File: src/design/kbe_pkg.sv
// Package: constants and carrier types for the keyboard encoder with key-down timer
package kbe_pkg;
  // ==========================================================
  // Matrix and code widths
  localparam int unsigned LINES = 8;
  localparam int unsigned CODE_W = 3;
  localparam int unsigned KEY_COUNT = 58;
  // ==========================================================
  // Host addressing: I/O address 6, registers 1 and 3
  localparam logic [2:0] IO_ADDR = 3'h6;
  localparam logic [1:0] REG_LOCK = 2'h1;
  localparam logic [1:0] REG_CODE = 2'h3;
  localparam int unsigned LOCK_BIT = 7;
  // ==========================================================
  // Timing
  localparam int unsigned CLK_HZ = 40_000_000;
  localparam int unsigned QUAL_MS = 20;
  localparam int unsigned QUAL_CYC = (CLK_HZ / 1000) * QUAL_MS;
  localparam int unsigned CNT_W = 20;
  localparam logic [CNT_W-1:0] CNT_ONE = 20'h0_0001;
  localparam logic [CNT_W-1:0] CNT_ZERO = 20'h0_0000;
  localparam logic [7:0] LINES_IDLE = 8'hFF;
  localparam logic [CODE_W-1:0] CODE_IDLE = 3'h7;
  // ==========================================================
  // Host strobe group
  typedef struct packed {
    logic wr;
    logic rd;
    logic ack;
    logic [2:0] addr;
    logic [1:0] regsel;
  } kbe_host_s;
  typedef enum {ST_IDLE, ST_TIMING, ST_REQ} kbe_state_e;
endpackage : kbe_pkg

File: src/design/kbe_keyboard_encoder.sv
// Keyboard encoder with lockout, 20 ms key-down qualifier and service request
// Summary of operation
// - Two priority encoders make row, column codes
// - Encoder outputs are active-low binary
// - Inverting buffer gives host active-high codes
// - Lowest-numbered active line wins
// - 58 keys, each grounds row and column
// - Host writes bit 7 to latch lockout
// - Lockout disables first encoder, cascades second
// - Enabled press asserts key-pressed, starts timer
// - Non-retriggerable 20 ms timer on press
// - Sample at end, valid or discard
// - Valid key-down raises key-down request
// - Key-down and knob requests form low request
// - Acknowledge clears request and re-arms
`timescale 1ns/1ps
module kbe_keyboard_encoder #(
  // Qualifying interval in clock cycles; must fit the CNT_W-bit counter
  parameter int unsigned QUAL_CYCLES = kbe_pkg::QUAL_CYC
) (
  // Clock and reset
  input wire logic CLK,
  input wire logic RESET_N,
  // Key matrix, pulled low by a pressed key
  input wire logic [7:0] ROW_N,
  input wire logic [7:0] COL_N,
  // Host bus
  input wire kbe_pkg::kbe_host_s HOST,
  input wire logic [7:0] HOST_DATA,
  input wire logic KNOB_REQUEST,
  // Outputs to host
  output logic [7:0] READ_DATA,
  output logic READ_VALID,
  output logic KEY_PRESSED_N,
  output logic KEY_DOWN_REQUEST,
  output logic SERVICE_REQUEST_N,
  output logic LOCKOUT
);
  import kbe_pkg::*;

  // ==========================================================
  // Synchronisers
  logic [7:0] row_s1_q, row_s2_q, row_s3_q, col_s1_q, col_s2_q, col_s3_q;
  logic [7:0] row_d, col_d;
  // Last agreed matrix value, the only copy the encoders see
  logic [7:0] row_d_q, col_d_q;
  // three-stage sampling
  // Hold the last agreed value when stages two and three differ
  always_comb begin
    row_d = (row_s2_q == row_s3_q) ? row_s3_q : row_d_q;
    col_d = (col_s2_q == col_s3_q) ? col_s3_q : col_d_q;
  end
  always_ff @(posedge CLK or negedge RESET_N) begin
    if (!RESET_N) begin
      row_s1_q <= LINES_IDLE;
      row_s2_q <= LINES_IDLE;
      row_s3_q <= LINES_IDLE;
      col_s1_q <= LINES_IDLE;
      col_s2_q <= LINES_IDLE;
      col_s3_q <= LINES_IDLE;
      row_d_q <= LINES_IDLE;
      col_d_q <= LINES_IDLE;
    end else begin
      row_s1_q <= ROW_N;
      row_s2_q <= row_s1_q;
      row_s3_q <= row_s2_q;
      col_s1_q <= COL_N;
      col_s2_q <= col_s1_q;
      col_s3_q <= col_s2_q;
      row_d_q <= row_d;
      col_d_q <= col_d;
    end
  end

  // ==========================================================
  // Priority encoders
  // encode one 8-line group to an active-low code
  // lowest active line has priority; output is ~n
  function automatic logic [3:0] enc(input logic [7:0] lines_n, input logic en_n);
    logic [3:0] r;
    r = {1'b1, CODE_IDLE};
    if (!en_n) begin
      for (int i = LINES - 1; i >= 0; i--) begin
        if (!lines_n[i]) r = {1'b0, ~3'(i)};
      end
    end
    return r; // bit 3 low means a line was active
  endfunction : enc

  logic lock_q, lock_d;
  logic [3:0] row_enc, col_enc;
  logic row_cascade_n;
  // each key grounds one row and one column
  // lockout disables the row encoder, its cascade disables the column one
  always_comb begin
    row_enc = enc(row_d_q, lock_q);
    row_cascade_n = lock_q;
    col_enc = enc(col_d_q, row_cascade_n);
  end
  logic pressed;
  // key-pressed needs both encoders enabled and a line active
  assign pressed = !row_enc[3] && !col_enc[3] && !lock_q;

  // ==========================================================
  // Host strobes
  logic hit_lock, hit_code;
  assign hit_lock = HOST.wr && HOST.addr == IO_ADDR && HOST.regsel == REG_LOCK;
  // code is read at address 6, register 3
  assign hit_code = HOST.rd && HOST.addr == IO_ADDR && HOST.regsel == REG_CODE;
  // latch data bit seven as lockout
  always_comb begin
    lock_d = hit_lock ? HOST_DATA[LOCK_BIT] : lock_q;
  end

  // ==========================================================
  // Key-down timer
  kbe_state_e st_q, st_d;
  logic [CNT_W-1:0] cnt_q, cnt_d;
  logic req_q, req_d;
  // non-retriggerable count; sample at end; ack re-arms
  always_comb begin
    st_d = st_q;
    cnt_d = cnt_q;
    req_d = req_q;
    unique case (st_q)
      ST_IDLE: begin
        if (pressed) begin
          st_d = ST_TIMING;
          // Load once; later matrix activity never reloads it
          cnt_d = CNT_W'(QUAL_CYCLES);
        end
      end
      ST_TIMING: begin
        if (lock_q) begin
          st_d = ST_IDLE;
        end else if (cnt_q == CNT_ONE) begin
          cnt_d = CNT_ZERO;
          // still held gives valid key-down, else discard
          if (pressed) begin
            st_d = ST_REQ;
            req_d = 1'b1;
          end else begin
            st_d = ST_IDLE;
          end
        end else begin
          cnt_d = cnt_q - CNT_ONE;
        end
      end
      ST_REQ: begin
        if (HOST.ack) begin
          req_d = 1'b0;
          st_d = ST_IDLE;
        end
      end
    endcase
  end

  // ==========================================================
  // Output staging
  logic [7:0] rdata_d;
  // inverting buffer, bit 6 flags key-down request active low
  always_comb begin
    rdata_d = {1'b0, ~req_q, ~row_enc[2:0], ~col_enc[2:0]};
  end

  // Register all state and outputs
  always_ff @(posedge CLK or negedge RESET_N) begin
    if (!RESET_N) begin
      lock_q <= 1'b0;
      st_q <= ST_IDLE;
      cnt_q <= CNT_ZERO;
      req_q <= 1'b0;
      READ_DATA <= 8'h00;
      READ_VALID <= 1'b0;
      KEY_PRESSED_N <= 1'b1;
      KEY_DOWN_REQUEST <= 1'b0;
      SERVICE_REQUEST_N <= 1'b1;
      LOCKOUT <= 1'b0;
    end else begin
      lock_q <= lock_d;
      st_q <= st_d;
      cnt_q <= cnt_d;
      req_q <= req_d;
      READ_DATA <= hit_code ? rdata_d : 8'h00;
      READ_VALID <= hit_code;
      KEY_PRESSED_N <= !pressed;
      KEY_DOWN_REQUEST <= req_d;
      // combine key-down and knob requests, active low
      SERVICE_REQUEST_N <= !(req_d || KNOB_REQUEST);
      LOCKOUT <= lock_d;
    end
  end

  // ==========================================================
  // Assertions
  localparam int unsigned KEYS_CHECK = KEY_COUNT;
  a_req_needs_timer: assert property (@(posedge CLK) disable iff (!RESET_N)
    $rose(req_q) |-> $past(st_q) == ST_TIMING && $past(cnt_q) == CNT_ONE)
    else $error("request rose without a finished interval");
  a_lock_blocks: assert property (@(posedge CLK) disable iff (!RESET_N)
    lock_q |-> !pressed)
    else $error("key encoded while locked out");
  a_lock_latch: assert property (@(posedge CLK) disable iff (!RESET_N)
    hit_lock |=> lock_q == $past(HOST_DATA[LOCK_BIT]))
    else $error("lockout bit not latched");
  a_no_retrigger: assert property (@(posedge CLK) disable iff (!RESET_N)
    st_q == ST_TIMING && cnt_q != CNT_ONE && !lock_q |=> cnt_q == $past(cnt_q) - CNT_ONE)
    else $error("timer restarted or stalled");
  a_discard: assert property (@(posedge CLK) disable iff (!RESET_N)
    st_q == ST_TIMING && cnt_q == CNT_ONE && !pressed |=> !req_q && st_q == ST_IDLE)
    else $error("released key not discarded");
  a_ack_clears: assert property (@(posedge CLK) disable iff (!RESET_N)
    st_q == ST_REQ && HOST.ack |=> !req_q ##1 !KEY_DOWN_REQUEST)
    else $error("acknowledge did not clear request");
  a_srq_combined: assert property (@(posedge CLK) disable iff (!RESET_N)
    SERVICE_REQUEST_N == !(KEY_DOWN_REQUEST || $past(KNOB_REQUEST)))
    else $error("service request not the combination");
  a_code_inverted: assert property (@(posedge CLK) disable iff (!RESET_N)
    hit_code |=> READ_DATA[2:0] == ~$past(col_enc[2:0]) && READ_VALID)
    else $error("column code not inverted on read");
  a_lowest_row: assert property (@(posedge CLK) disable iff (!RESET_N)
    !lock_q && !row_d_q[0] |-> row_enc[2:0] == CODE_IDLE)
    else $error("line 0 did not win");
  // Registered outputs must mirror the internal state they stage
  a_pressed_out: assert property (@(posedge CLK) disable iff (!RESET_N)
    KEY_PRESSED_N == !$past(pressed))
    else $error("key-pressed output does not follow the encoders");
  a_lockout_out: assert property (@(posedge CLK) disable iff (!RESET_N)
    LOCKOUT == lock_q)
    else $error("lockout output differs from latched bit");
  a_kdr_out: assert property (@(posedge CLK) disable iff (!RESET_N)
    KEY_DOWN_REQUEST == req_q)
    else $error("key-down request output differs from state");
  // Read bus answers only in the cycle after a read hit
  a_read_zero: assert property (@(posedge CLK) disable iff (!RESET_N)
    !READ_VALID |-> READ_DATA == 8'h00)
    else $error("read data not zero outside an answer");
  a_valid_pulse: assert property (@(posedge CLK) disable iff (!RESET_N)
    READ_VALID == $past(hit_code))
    else $error("read answer not one cycle after the hit");
  a_row_code: assert property (@(posedge CLK) disable iff (!RESET_N)
    hit_code |=> READ_DATA[5:3] == ~$past(row_enc[2:0]))
    else $error("row code not inverted on read");
  a_flag_bit: assert property (@(posedge CLK) disable iff (!RESET_N)
    hit_code |=> READ_DATA[6] == !$past(req_q) && !READ_DATA[7])
    else $error("request flag bit wrong on read");
  // Lockout leaves both encoders reporting no active line
  a_lock_idle: assert property (@(posedge CLK) disable iff (!RESET_N)
    lock_q |-> row_enc[3] && col_enc[3])
    else $error("encoder active while locked out");
  a_lowest_col: assert property (@(posedge CLK) disable iff (!RESET_N)
    !lock_q && !col_d_q[0] |-> col_enc[2:0] == CODE_IDLE)
    else $error("column line 0 did not win");
  // Timer loads the full interval on a fresh press
  a_timer_start: assert property (@(posedge CLK) disable iff (!RESET_N)
    st_q == ST_IDLE && pressed |=> st_q == ST_TIMING && cnt_q == CNT_W'(QUAL_CYCLES))
    else $error("timer did not load the interval");
  // A key still held at the end becomes a valid key-down
  a_valid_keydown: assert property (@(posedge CLK) disable iff (!RESET_N)
    st_q == ST_TIMING && cnt_q == CNT_ONE && pressed |=> req_q && st_q == ST_REQ)
    else $error("held key not registered");
  // Request stays up until the host acknowledges it
  a_req_holds: assert property (@(posedge CLK) disable iff (!RESET_N)
    st_q == ST_REQ && !HOST.ack |=> req_q)
    else $error("request dropped without acknowledge");
  // Main scenarios the bench is expected to reach
  c_ack: cover property (@(posedge CLK) disable iff (!RESET_N) st_q == ST_REQ && HOST.ack);
  c_valid_press: cover property (@(posedge CLK) disable iff (!RESET_N) $rose(req_q));
  c_discard: cover property (@(posedge CLK) disable iff (!RESET_N)
    st_q == ST_TIMING ##1 st_q == ST_IDLE);
  c_lockout: cover property (@(posedge CLK) disable iff (!RESET_N) $rose(lock_q));
  c_read: cover property (@(posedge CLK) disable iff (!RESET_N) hit_code && req_q);
endmodule : kbe_keyboard_encoder

File: config.mk
export PLATFORM = sky130hd
export DESIGN_NAME = kbe_keyboard_encoder
export DESIGN_NICKNAME = d
export VERILOG_FILES = /design/src/design/kbe_pkg.sv /design/src/design/kbe_keyboard_encoder.sv
export SDC_FILE = /design/constraint.sdc
export NUM_CORES = 1
export LEC_CHECK = 0
export ABC_AREA = 1
export BUFFER_PORTS_ARGS = -buffer_cell sky130_fd_sc_hd__buf_2
export CAP_MARGIN = 20
export CORE_ASPECT_RATIO = 0.5
export CORE_MARGIN = 3
export CORE_UTILIZATION = 50
export DETAILED_ROUTE_END_ITERATION = 10
export PLACE_DENSITY = 0.71
export SYNTH_ARGS = -nofsm -noshare
export SYNTH_HDL_FRONTEND = slang
export SYNTH_SLANG_ARGS = --single-unit
File: constraint.sdc
create_clock -name CLK -period 2.12 [get_ports CLK]
set_input_delay 0.106 -clock CLK [delete_from_list [all_inputs] [get_ports CLK]]
set_output_delay 0.106 -clock CLK [all_outputs]
set_load 0.01 [all_outputs]
==> out/qor.txt <==
worst rel slew slack -> 64.06%
Routed wire per std cell -> 12.48 um
die width -> 138.4 um
status -> completed
worst vdd ir -> 0.5227 mV
initial antenna violation count -> 0
drc violations -> 0
Post-Route WL -> 8052 um
fillers -> 685
Crit. path cell count -> 8
vias in the first global route -> 3006
Area growth syn-to-layout -> 18.36%
critical path's largest stage delay -> 440 ps
Top Family by Delay on Critical Path -> simple AND/OR/NAND/NOR gates
sequential share of the synthesized area -> 57.84%
Initial Util -> 53.07%
CTS tree -> done
average cell area after synthesis -> 9.466 um2
Power Dens Cells -> 1068 nW/um2
Setup Buffers After CTS -> 0
Std-Cell Rows -> 23
CTS Sinks -> 98
vias -> 3092
largest buffer count on any clock path -> 2
# hold bufs at CTS -> 19
Ant. Diodes -> 0
die area -> 9994 um2
DRT iter0 DRCs -> 138
crit-path cells -> nor2_4, nand2_2, nor2_4, nand3_2, inv_1, nor2_1, nand3_1, nand2_1
CTS root buf -> clkbuf_16
Synth cell types -> 37
maxcap violations -> 0
worst-path maximum fanout -> 11
IO Port Bufs -> 39
Slew @ Worst Pin -> 539.1 ps
Final min period -> 1773 ps
YS warnings -> 0
Vias per Instance -> 4.794
RSZ-0062 raised after global routing -> false
nets@finish -> 568
hold path cells -> 3
Total Routing Usage GR -> 17.54%
detailed placement HPWL -> 5476 um
post_cts resized -> 0
Final Skew -> 7.581 ps
Setup Total Neg Slack -> 0 ps
Synth Register Bits -> 98
Core Box Area -> 8259 um2
io pins -> 48
Syn Std Cell Area -> 4383 um2
# setup viols final -> 0
Hold WC Path Type -> input port to flop
Critical Path Source Type -> flop
layout cells sized above 1 -> 28.33%
Fin. Hold Viols -> 0
pin count of the biggest net entering global routing -> 45
CP Data Required Time -> 2350 ps
Net Count, Synth -> 503
CP Buf/Inv Count -> 1
slowest CP cell -> dfrtp_1
Antenna Nets Post-Route -> 0
Die H -> 72.21 um
worst-skew pair later-pin latency -> 340 ps
fin util -> 62.81%
CP Capture Type -> flop
number of max-slew violations in the final report -> 0
Num CTS Buffers -> 9
maximum clock frequency -> 564.0 MHz
crit path DAT -> 2000 ps
first-pass GRT wire length -> 13850 um
CTS H-Tree Depth -> 3
Clock transition at path regs -> 70 ps
critical setup path kind -> flop to flop
Pre-antenna DRT Iters -> 5
Placer Congestion -> 0.9555
Tcrit/Tclk final -> 83.63%
Mapped Cells -> 463
static leakage -> 2.434 nW
grt ovf -> 0
most used cell, CP -> nor2_4
reg2reg path depth -> 8
[cell usage after synthesis (all sizes together)]
cell / n / area share, %
a21oi: 8 / 0.91
a31oi: 2 / 0.29
o21bai: 2 / 0.34
inv: 58 / 5.1
o21ai: 24 / 3.1
nand2b: 1 / 0.14
nand2: 127 / 12
nand3: 38 / 5.3
dfstp: 66 / 40
nand4: 9 / 1.6
buf: 8 / 1.5
or2: 1 / 0.14
xnor2: 13 / 2.6
o31ai: 1 / 0.17
xor2: 6 / 1.2
nor2: 53 / 5.6
nor3: 3 / 0.34
ha: 5 / 1.4
dfrtp: 32 / 18
nor4: 3 / 0.43
a21boi: 2 / 0.34
conb: 1 / 0.086
[worst min-delay path: cells and delay by family]
family          cells  cell delay [ps]
compound gates      1               90
buf+inv             1               90
simple gates        1               40
[report_power, final]
| group | switching (mW) | internal, mW |
|---|---|---|
| Combinational | 1.01 | 0.541 |
| Clock | 0.697 | 0.924 |
| Sequential | 0.207 | 2.16 |
| Total | 1.91 | 3.63 |
[kinds of logic (layout without fill, tap and decap cells)]
logic type,count (synthesis),in the layout,synth area share [%]
compound gates,39,39,5.139
xor+xnor,19,19,3.797
fa+ha+maj,5,5,1.427
buf+inv,66,136,6.623
flops,98,98,57.84
other cells,1,1,0.08556
simple gates,235,235,25.09
[final timing paths]
kind	from	end	slack [ps]
setup / recovery	cnt_q[8]	cnt_q[16]	350
hold / removal	HOST_DATA[7]	lock_q	30
setup reg to reg	cnt_q[8]	cnt_q[16]	350
hold reg to reg	col_s1_q[5]	col_s2_q[5]	350
max in group asynchronous	RESET_N	row_s3_q[0]	1140
min in group asynchronous	RESET_N	READ_DATA[0]	300
[sequential cells by signal, indices dropped and copies added (netlist names)]
name / cells
cnt_q: 20
col_d_q: 8
col_s1_q: 8
col_s2_q: 8
col_s3_q: 8
row_d_q: 8
row_s1_q: 8
row_s2_q: 8
row_s3_q: 8
READ_DATA: 7
st_q: 2
KEY_PRESSED_N: 1
READ_VALID: 1
SERVICE_REQUEST_N: 1
lock_q: 1
req_q: 1
[stage by stage]
stage | power [mW] | setup WS (ps) | area [um2] | instances | hold WS, ps
2_1_floorplan | 3.584 | 634.4 | 4383 | 463 | -189.6
3_3_place_gp | 3.871 | 417.7 | 4696 | 610 | 129.6
3_5_place_dp | 3.907 | 379.6 | 4696 | 610 | 125.4
4_1_cts | 5.584 | 336.1 | 5187 | 645 | 28.89
5_1_grt | 5.936 | 117.6 | 5187 | 645 | 42.72
6_report | 5.538 | 347.1 | 5187 | 645 | 28.40
[area by class of cell]
class	instances	area, um2	area share (%)
clock buffers	9	225.2	4.342
flip-flops and latches	98	2535	48.87
clock inverters	7	76.32	1.471
multi-input cells	299	1558	30.03
inverters	58	222.7	4.293
well taps	112	140.1	2.701
repair buffers	62	430.4	8.297
[cell usage in the layout, fill, tap and decap left out, types with 8 or more instances in the layout]
cell           synthesis  final
buf_2                  3     38
nand3_1               33     33
inv_1                 57     57
xnor2_1               13     13
a21oi_1                8      8
dfrtp_1               32     32
dfstp_2               66     66
nor2_1                43     43
dlygate4sd3_1          0     19
nand2_1              121    121
o21ai_0               20     20
clkbuf_16              0      9
[per-layer routing]
layer	track usage [%]	wire, um	part of all wire, %
met5	0	0	0
met2	27.54	3779	47
met3	5.925	370	4.6
met4	5.915	124	1.5
met1	23.36	3777	47
Power figures use the tool's default switching activity.
